`config.mk`:
```
export PLATFORM = sky130hd
export DESIGN_NAME = gp_page_pin_function_select
export DESIGN_NICKNAME = d
export VERILOG_FILES = /design/src/design/gp_pin_pkg.sv /design/src/design/pin_level_sync.sv /design/src/design/gp_page_pin_function_select.sv
export SDC_FILE = /design/constraint.sdc
export NUM_CORES = 1
export LEC_CHECK = 0
export ABC_AREA = 1
export BUFFER_PORTS_ARGS = -buffer_cell sky130_fd_sc_hd__buf_2
export CAP_MARGIN = 20
export CORE_MARGIN = 4
export CORE_UTILIZATION = 53
export DETAILED_ROUTE_END_ITERATION = 16
export PLACE_DENSITY = 0.79
export SLEW_MARGIN = 40
export SYNTH_ARGS = -nofsm -noshare
export SYNTH_HDL_FRONTEND = slang
export SYNTH_SLANG_ARGS = --single-unit
```
`constraint.sdc`:
```
create_clock -name clk -period 4.1 [get_ports clk]
set_clock_uncertainty 0.2 [all_clocks]
set_input_delay 0.41 -clock clk [delete_from_list [all_inputs] [get_ports clk]]
set_output_delay 0.41 -clock clk [all_outputs]
set_load 0.03 [all_outputs]
```
`src/design/gp_pin_pkg.sv`:
```
// Constants for the general purpose page pin function selection block
package gp_pin_pkg;

	// ==========================================================================
	// Page selection
	localparam logic [4:0]  PAGE_SEL_ADDR   = 5'h1f;   // Page select register
	localparam logic [15:0] PAGE_MAIN       = 16'h0000;
	localparam logic [15:0] PAGE_GP         = 16'h0010;

	// ==========================================================================
	// Register addresses inside the general purpose page
	localparam logic [4:0]  RSVD_LAST_ADDR  = 5'h0c;   // 0 to this are reserved
	localparam logic [4:0]  PIN_SEL1_ADDR   = 5'h0d;
	localparam logic [4:0]  PIN_SEL2_ADDR   = 5'h0e;
	localparam logic [4:0]  GPIO_IN_ADDR    = 5'h0f;
	localparam logic [4:0]  GPIO_OUT_ADDR   = 5'h10;
	localparam logic [4:0]  GPIO_OE_ADDR    = 5'h11;
	localparam logic [4:0]  RSVD_TOP_ADDR   = 5'h1e;

	// ==========================================================================
	// Reset values and writable bits
	localparam logic [15:0] PIN_SEL1_RST    = 16'h0000;
	localparam logic [15:0] PIN_SEL2_RST    = 16'h2600;
	localparam logic [15:0] PIN_SEL1_WMASK  = 16'h0f0f;
	localparam logic [15:0] PIN_SEL2_WMASK  = 16'hf7ff;
	localparam logic [15:0] GPIO_MASK       = 16'h3f33;  // GPIO capable pins
	localparam logic [15:0] ZERO16          = 16'h0000;

	// ==========================================================================
	// Field positions (low bit of each two-bit selector, then single control bits)
	localparam int SCL1_LSB    = 10;
	localparam int SCL0_LSB    = 8;
	localparam int SDET1_LSB   = 2;
	localparam int SDET0_LSB   = 0;
	localparam int TSPI_LSB    = 14;
	localparam int PPS_LSB     = 6;
	localparam int LDSV_LSB    = 4;
	localparam int QLL_LSB     = 2;
	localparam int SDA_LSB     = 0;
	localparam int PD_OE_N_BIT = 13;
	localparam int PD_OUT_BIT  = 12;
	localparam int PD_IN_BIT   = 11;
	localparam int TW_TRI_BIT  = 10;
	localparam int LED_TRI_BIT = 9;
	localparam int PPS_OE_BIT  = 8;

	// ==========================================================================
	// Selector codes
	localparam logic [1:0]  SEL_DEDICATED   = 2'h0;
	localparam logic [1:0]  SEL_GPIO        = 2'h3;

	// ==========================================================================
	// Pin numbering of the shared pin vector
	localparam int NPINS     = 14;
	localparam int NLEDS     = 4;
	localparam int PIN_SDET0 = 0;
	localparam int PIN_SDET1 = 1;
	localparam int PIN_SCL0  = 4;
	localparam int PIN_SCL1  = 5;
	localparam int PIN_SDA   = 8;
	localparam int PIN_QLL   = 9;
	localparam int PIN_LDSV  = 10;
	localparam int PIN_PPS   = 11;
	localparam int PIN_TCS   = 12;
	localparam int PIN_TDO   = 13;

endpackage

```
`src/design/pin_level_sync.sv`:
```
// Three stage input synchroniser with agreement filter
`timescale 1ns/1ns
module pin_level_sync #(
	parameter int W = 1
) (
	input  wire logic         clk,      // System clock
	input  wire logic         sys_rst,  // Synchronous reset, high
	input  wire logic [W-1:0] async_i,  // Asynchronous levels
	output logic      [W-1:0] level_q   // Filtered synchronous levels
);

	logic [W-1:0] s1_q;
	logic [W-1:0] s2_q;
	logic [W-1:0] s3_q;
	logic [W-1:0] agree;

	// Stage chain
	always_ff @(posedge clk) begin
		if (sys_rst) begin
			s1_q <= '0;
			s2_q <= '0;
			s3_q <= '0;
		end else begin
			s1_q <= async_i;
			s2_q <= s1_q;
			s3_q <= s2_q;
		end
	end

	// Accept a level once second and third stage agree
	assign agree = ~(s2_q ^ s3_q);

	always_ff @(posedge clk) begin
		if (sys_rst) begin
			level_q <= '0;
		end else begin
			level_q <= (agree & s3_q) | (~agree & level_q);
		end
	end

endmodule // pin_level_sync

```
`src/design/gp_page_pin_function_select.sv`:
```
// General purpose page: pin function select, power-down pin and output drive control
//
// Operation
// RL1 - Software writes 0x0010 to reg 31
// RL2 - Writing 0x0000 to reg 31 restores main
// RL3 - Page registers visible only at page 0x0010
// RL4 - Page bits survive partial resets
// RL5 - Addresses 0 to 12, 30 reserved
// RL6 - Bits 11:10 select second clock pin
// RL7 - Bits 9:8 select first clock pin
// RL8 - Bits 3:2, 1:0 select signal detect
// RL9 - Bits 15:14 select chip-select, data-out pins
// RL10 - Bit 13 low makes power-down pin output
// RL11 - Power-down pin driven with bit 12
// RL12 - Bit 11 reads power-down pin level
// RL13 - Bit 10 tri-states two-wire high outputs
// RL14 - Bit 9 tri-states high LED outputs
// RL15 - Bit 8 enables timing pulses one-three
// RL16 - Bits 7:6 select pulse-per-second pin
// RL17 - Bits 5:4 select load/save pin
// RL18 - Bits 3:2 select quick link loss
// RL19 - Bits 1:0 select two-wire data pin
// RL20 - GPIO input register returns pin levels
// RL21 - GPIO pins driven only when enabled
`timescale 1ns/1ns
module gp_page_pin_function_select
	import gp_pin_pkg::*;
(
	input  wire logic             clk,             // System clock, 100 MHz
	input  wire logic             sys_rst,         // Full reset, synchronous, high
	input  wire logic             soft_rst,        // Partial reset, keeps page bits
	input  wire logic             reg_wr,          // Management write strobe
	input  wire logic             reg_rd,          // Management read strobe
	input  wire logic [4:0]       reg_addr,        // Management register address
	input  wire logic [15:0]      reg_wdata,       // Management write data
	output logic      [15:0]      reg_rdata_q,     // Read data
	output logic                  reg_rvalid_q,    // Read data valid pulse
	output logic                  reg_other_q,     // Read was for another page
	output logic      [15:0]      page_q,          // Page select value
	input  wire logic [NPINS-1:0] pin_i,           // Shared pin levels
	output logic      [NPINS-1:0] pin_o,           // Shared pin output values
	output logic      [NPINS-1:0] pin_oe,          // Shared pin output enables
	input  wire logic [NPINS-1:0] func_o,          // Dedicated function outputs
	input  wire logic [NPINS-1:0] func_oe,         // Dedicated function enables
	output logic      [NPINS-1:0] func_i_q,        // Pin levels to functions
	output logic      [NPINS-1:0] gpio_mode_q,     // Pins in GPIO operation
	input  wire logic [NLEDS-1:0] led_i,           // LED values from core
	output logic      [NLEDS-1:0] led_o,           // LED pin outputs
	output logic      [NLEDS-1:0] led_oe,          // LED pin enables
	input  wire logic             power_down_hold_pin_i,  // Power-down pin level
	output logic                  power_down_hold_pin_o,  // Power-down pin value
	output logic                  power_down_hold_pin_oe, // Power-down pin enable
	output logic                  pps_aux_oe_q     // Timing pulses one-three enable
);

	// ==========================================================================
	// Storage
	logic [15:0]      sel1_q;
	logic [15:0]      sel2_q;
	logic [15:0]      gpio_out_q;
	logic [15:0]      gpio_oe_q;
	logic [NPINS:0]   sync_lvl;
	logic [NPINS-1:0] pin_lvl;
	logic             pd_lvl;
	logic             gp_page;
	logic             gp_wr;
	logic [NPINS-1:0] mode_d;
	logic [NPINS-1:0] tw_pin;
	logic [NPINS-1:0] pin_o_d;
	logic [NPINS-1:0] pin_oe_d;
	logic [15:0]      rdata_d;
	logic [15:0]      sel2_view;

	// Which selector codes put each shared pin into GPIO operation
	function automatic logic [NPINS-1:0] gpio_modes(input logic [15:0] s1, input logic [15:0] s2);
		logic [NPINS-1:0] m;
		m            = '0;
		m[PIN_SCL1]  = (s1[SCL1_LSB +: 2] == SEL_GPIO);  // RL6
		m[PIN_SCL0]  = (s1[SCL0_LSB +: 2] == SEL_GPIO);  // RL7
		m[PIN_SDET1] = (s1[SDET1_LSB +: 2] == SEL_GPIO); // RL8
		m[PIN_SDET0] = (s1[SDET0_LSB +: 2] == SEL_GPIO); // RL8
		m[PIN_TCS]   = (s2[TSPI_LSB +: 2] == SEL_GPIO);  // RL9
		m[PIN_TDO]   = (s2[TSPI_LSB +: 2] == SEL_GPIO);  // RL9
		m[PIN_PPS]   = (s2[PPS_LSB +: 2] == SEL_GPIO);   // RL16
		m[PIN_LDSV]  = (s2[LDSV_LSB +: 2] == SEL_GPIO);  // RL17
		m[PIN_QLL]   = (s2[QLL_LSB +: 2] == SEL_GPIO);   // RL18
		m[PIN_SDA]   = (s2[SDA_LSB +: 2] == SEL_GPIO);   // RL19
		return m;
	endfunction

	// Reserved address decode used by the read path
	function automatic logic is_reserved(input logic [4:0] a);
		return (a <= RSVD_LAST_ADDR) || (a == RSVD_TOP_ADDR); // RL5
	endfunction

	// ==========================================================================
	// Input synchronisers: shared pins and power-down pin
	pin_level_sync #(
		.W (NPINS + 1)
	) u_sync (
		.clk     (clk),
		.sys_rst (sys_rst),
		.async_i ({power_down_hold_pin_i, pin_i}),
		.level_q (sync_lvl)
	);

	assign pin_lvl = sync_lvl[NPINS-1:0];
	assign pd_lvl  = sync_lvl[NPINS];

	// ==========================================================================
	// Page select register
	assign gp_page = (page_q == PAGE_GP);                                  // RL3
	assign gp_wr   = reg_wr && gp_page && (reg_addr != PAGE_SEL_ADDR);     // RL3

	// Page register returns to main page on any reset
	always_ff @(posedge clk) begin
		if (sys_rst || soft_rst) begin
			page_q <= PAGE_MAIN;
		end else if (reg_wr && (reg_addr == PAGE_SEL_ADDR)) begin
			page_q <= reg_wdata;                                           // RL1 RL2
		end
	end

	// ==========================================================================
	// Pin function select registers, held through partial reset
	always_ff @(posedge clk) begin
		if (sys_rst) begin
			sel1_q <= PIN_SEL1_RST;
		end else if (gp_wr && (reg_addr == PIN_SEL1_ADDR)) begin
			sel1_q <= reg_wdata & PIN_SEL1_WMASK;                          // RL4 RL5
		end
	end

	always_ff @(posedge clk) begin
		if (sys_rst) begin
			sel2_q <= PIN_SEL2_RST;
		end else if (gp_wr && (reg_addr == PIN_SEL2_ADDR)) begin
			sel2_q <= reg_wdata & PIN_SEL2_WMASK;                          // RL4
		end
	end

	// GPIO output and enable registers
	always_ff @(posedge clk) begin
		if (sys_rst) begin
			gpio_out_q <= ZERO16;
		end else if (gp_wr && (reg_addr == GPIO_OUT_ADDR)) begin
			gpio_out_q <= reg_wdata & GPIO_MASK;                           // RL4
		end
	end

	always_ff @(posedge clk) begin
		if (sys_rst) begin
			gpio_oe_q <= ZERO16;
		end else if (gp_wr && (reg_addr == GPIO_OE_ADDR)) begin
			gpio_oe_q <= reg_wdata & GPIO_MASK;                            // RL4
		end
	end

	// ==========================================================================
	// Read path
	assign sel2_view = {sel2_q[15:PD_IN_BIT+1], pd_lvl, sel2_q[PD_IN_BIT-1:0]}; // RL12

	always_comb begin
		rdata_d = ZERO16;
		if (reg_addr == PAGE_SEL_ADDR) begin
			rdata_d = page_q;
		end else if (gp_page && !is_reserved(reg_addr)) begin
			unique case (reg_addr)
				PIN_SEL1_ADDR: rdata_d = sel1_q;
				PIN_SEL2_ADDR: rdata_d = sel2_view;
				GPIO_IN_ADDR:  rdata_d = {2'h0, pin_lvl} & GPIO_MASK;      // RL20
				GPIO_OUT_ADDR: rdata_d = gpio_out_q;
				GPIO_OE_ADDR:  rdata_d = gpio_oe_q;
				default:       rdata_d = ZERO16;
			endcase
		end
	end

	// Read data registered one cycle after the strobe
	always_ff @(posedge clk) begin
		if (sys_rst || soft_rst) begin
			reg_rdata_q  <= ZERO16;
			reg_rvalid_q <= 1'b0;
			reg_other_q  <= 1'b0;
		end else begin
			reg_rvalid_q <= reg_rd;
			reg_other_q  <= reg_rd && !gp_page && (reg_addr != PAGE_SEL_ADDR); // RL3
			if (reg_rd) begin
				reg_rdata_q <= rdata_d;
			end
		end
	end

	// ==========================================================================
	// Shared pin multiplexer
	assign mode_d = gpio_modes(sel1_q, sel2_q);

	// Two-wire serial clock and data pins
	always_comb begin
		tw_pin           = '0;
		tw_pin[PIN_SCL0] = 1'b1;
		tw_pin[PIN_SCL1] = 1'b1;
		tw_pin[PIN_SDA]  = 1'b1;
	end

	// Per pin choice between dedicated function and GPIO
	genvar gi;
	generate
		for (gi = 0; gi < NPINS; gi++) begin : g_pin
			// GPIO registers win, otherwise the dedicated function drives
			assign pin_o_d[gi]  = mode_d[gi] ? gpio_out_q[gi] : func_o[gi];
			// Two-wire pins release the line rather than drive it high
			assign pin_oe_d[gi] = mode_d[gi] ? gpio_oe_q[gi] :                                // RL21
				(tw_pin[gi] && sel2_q[TW_TRI_BIT]) ? (func_oe[gi] && !func_o[gi]) :         // RL13
				func_oe[gi];
		end
	endgenerate

	// Registered pin drive and readback to functions
	always_ff @(posedge clk) begin
		if (sys_rst) begin
			pin_o       <= '0;
			pin_oe      <= '0;
			func_i_q    <= '0;
			gpio_mode_q <= '0;
		end else begin
			pin_o       <= pin_o_d;
			pin_oe      <= pin_oe_d;
			func_i_q    <= pin_lvl & ~mode_d;
			gpio_mode_q <= mode_d;
		end
	end

	// ==========================================================================
	// LED drive: tri-state instead of driving high
	always_ff @(posedge clk) begin
		if (sys_rst) begin
			led_o  <= '0;
			led_oe <= '0;
		end else begin
			led_o  <= led_i;
			led_oe <= sel2_q[LED_TRI_BIT] ? ~led_i : {NLEDS{1'b1}};        // RL14
		end
	end

	// ==========================================================================
	// Power-down pin and timing pulse enable
	always_ff @(posedge clk) begin
		if (sys_rst) begin
			power_down_hold_pin_o  <= 1'b0;
			power_down_hold_pin_oe <= 1'b0;
			pps_aux_oe_q           <= 1'b0;
		end else begin
			power_down_hold_pin_oe <= !sel2_q[PD_OE_N_BIT];                // RL10
			power_down_hold_pin_o  <= sel2_q[PD_OUT_BIT];                  // RL11
			pps_aux_oe_q           <= sel2_q[PPS_OE_BIT];                  // RL15
		end
	end
endmodule // gp_page_pin_function_select

```
==> flow_summary.json <==
{
  "setup_slack_ns": 1.90,
  "grt_util_met3_pct": 5.39,
  "post-route-drc-count": 0,
  "syn-cell-area_um2": 7440,
  "critPathMostFrequentCell": "nor2_1",
  "period_share_pct": 53.6,
  "synth-edff-count": 0,
  "final_design_area_no_fill_um2": 9380,
  "clk_path_buf_depth": 2,
  "vias": 7012,
  "cts_tree": "done",
  "status": "finished, final reports clean",
  "drt-total-wl_mm": 20.0,
  "hpwlAfterDp_mm": 13.5,
  "crit_type": "reg -> reg",
  "cpPeakStageDelay_ns": 0.67,
  "critPathLaunch": "page_q[12]",
  "drv_slew": 0,
  "ctsRootBufferMaster": "clkbuf_16",
  "ant_nets": 0,
  "clkSlewWorstSetupHoldPaths_ns": 0.07,
  "insertion_delay_ns": 0.44,
  "synth_ff_type": "dfxtp_1",
  "min_path_type": "in -> reg",
  "post-place-ws_ns": 1.51,
  "post-route-util_pct": 67.8,
  "path_delay_family": "simple AND/OR/NAND/NOR gates",
  "die-width_um": 126,
  "netlist.area_leader.share_pct": 53.5,
  "power.total_uw": 3990,
  "h-tree-depth": 4,
  "grt-busiest-layer": "met2",
  "power.leakage_uw": 0.00439,
  "dpl_cell_area_um2": 8400,
  "maxSlewHeadroom_pct": 48.5,
  "cts_buffers": 17,
  "arrival_ns": 2.37,
  "drt_iter0_markers": 824,
  "p_per_area_nw_per_um2": 425,
  "drtPass1Iterations": 6,
  "cts_resized": 0,
  "start_kind": "flop",
  "setup.worst_path.end_class": "flop",
  "rows": 43,
  "slowest_stage": "nor2_1",
  "ir_drop_uv": 276,
  "routed_via_density": 5.08,
  "wl_per_cell_um": 14.5,
  "crit_buf_inv": 0,
  "setup_violations": 0,
  "min_from": "func_oe[8]",
  "final_nets": 1260,
  "antenna_found_initial": 1,
  "crit_fanout": 8,
  "pin_count": 174,
  "reg2reg_from": "page_q[12]",
  "yosysSeqAreaShare_pct": 53.5,
  "grt_overflow": 0,
  "finalHoldViolCount": 0,
  "drive_above_1_share_pct": 18.8,
  "synth.avg_cell_area_um2": 7.42,
  "grtUsageMet1_pct": 32.4,
  "rsz0062_at_grt": "false",
  "die_h_um": 126,
  "ys_warn_count": 0,
  "yosysTopAreaCell": "dfxtp_1",
  "max-cap-violations": 0,
  "worst_ep_required_time_ns": 4.27,
  "synthTopCellsByCount": "nor2_1, dfxtp_1, inv_1",
  "area_growth_pct": 26.1,
  "setup_tns_ns": 0,
  "cts.sinks": 199,
  "use_met2_pct": 39.9,
  "grt_pass1_wl_mm": 31.8,
  "syn_inst": 1003,
  "cts_post_setup_buffers_inserted": 0,
  "place.gp.congestion": 0.944,
  "grt_usage_pct": 24.7,
  "path_cells": "nor2_1 > nand2_1 > nor2_1 > nand4_2 > nor2_1 > nor2_1 > nor2_1",
  "start_util_pct": 53.8,
  "synthArstFlopShare_pct": 0,
  "period_needed_ns": 2.20,
  "holdBufCountCts": 37,
  "synth-seq-cells": 199,
  "synth_area_leaders": "dfxtp_1, nor2_1, inv_1",
  "yosysMostFrequentCell": "nor2_1",
  "worstMarginPinSlew_ns": 0.770,
  "core_area_um2": 13800,
  "grt_max_degree": 77,
  "dieArea_um2": 16000,
  "netlist-cell-type-count": 20,
  "timing.fmax_mhz": 455,
  "grt_pass1_vias": 6261,
  "io_buffer_count": 169
}
==> kinds of logic (layout without fill, tap and decap cells) <==
logic type	after synthesis	after routing	share of synthesized area, %
AO/OA/AOI/OAI	148	148	9.97
buffers and inverters	202	395	10.6
flip-flops	199	199	53.5
other	1	5	0.0504
AND/OR/NAND/NOR	453	453	25.9
==> routing by layer <==
metal  wire length [µm]  part of all wire [%]
met1               8380                    42
met2               9450                    47
met3               1560                   7.8
met4                565                   2.8
met5                  0                     0
==> path summary, 6_finish.rpt <==
kind / end / slack, ns / cells after the start
worst max-delay path: sel1_q[10] / 1.90 / 7
worst max register to register: sel1_q[10] / 1.90 / 7
worst min-delay path: pin_oe[8] / 0.03 / 3
worst min register to register: u_sync.s2_q[13] / 0.20 / 2
==> cells in the final DEF (no fill, tap or decap), drive strengths merged <==
| cell | n |
|---|---|
| clkinv | 3 |
| inv | 158 |
| a21oi | 55 |
| bufinv | 2 |
| nand4 | 54 |
| dfxtp | 199 |
| diode | 1 |
| dlygate4sd3 | 37 |
| clkbuf | 19 |
| o22ai | 1 |
| buf | 176 |
| o21ai | 92 |
| nor2 | 239 |
| nor3 | 4 |
| conb | 4 |
| nand3 | 42 |
| nand2 | 114 |
==> flip-flops by register name, summed over array words and instances (netlist names), 8 cells and up, named ones only <==
name / count
pin_o: 14
reg_rdata_q: 16
page_q: 16
gpio_mode_q: 9
u_sync.s3_q: 15
func_i_q: 14
sel2_q: 15
sel1_q: 8
gpio_out_q: 10
u_sync.s2_q: 15
u_sync.s1_q: 15
pin_oe: 14
gpio_oe_q: 10
==> stage by stage <==
stage | hold slack [ns] | cells
detailed placement | 0.197 | 1310
finish | 0.0291 | 1380
global route | 0.0436 | 1380
CTS | 0.0191 | 1378
floorplan | 0.188 | 1006
global placement | 0.189 | 1309
==> where the power goes <==
group / internal, µW / switching, µW / total, µW
Sequential: 1970 / 14.6 / 1990
Clock: 935 / 773 / 1710
Combinational: 102 / 189 / 291
==> cell type report <==
cell class              count  area (µm²)
well taps                 180         225
clock buffers              18         439
inverters                 150         566
multi-input cells         605        2710
flip-flops and latches    199        3980
clock inverters            13         160
diodes                      1        2.50
repair buffers            214        1290
fillers                  1150        4450
==> worst register-to-register path: cells and delay by family (launching register included) <==
family | cells | cell delay (ns)
AND/OR/NAND/NOR | 7 | 1.60
flip-flops | 1 | 0.33
No activity file was read; power rests on OpenSTA's default activity.
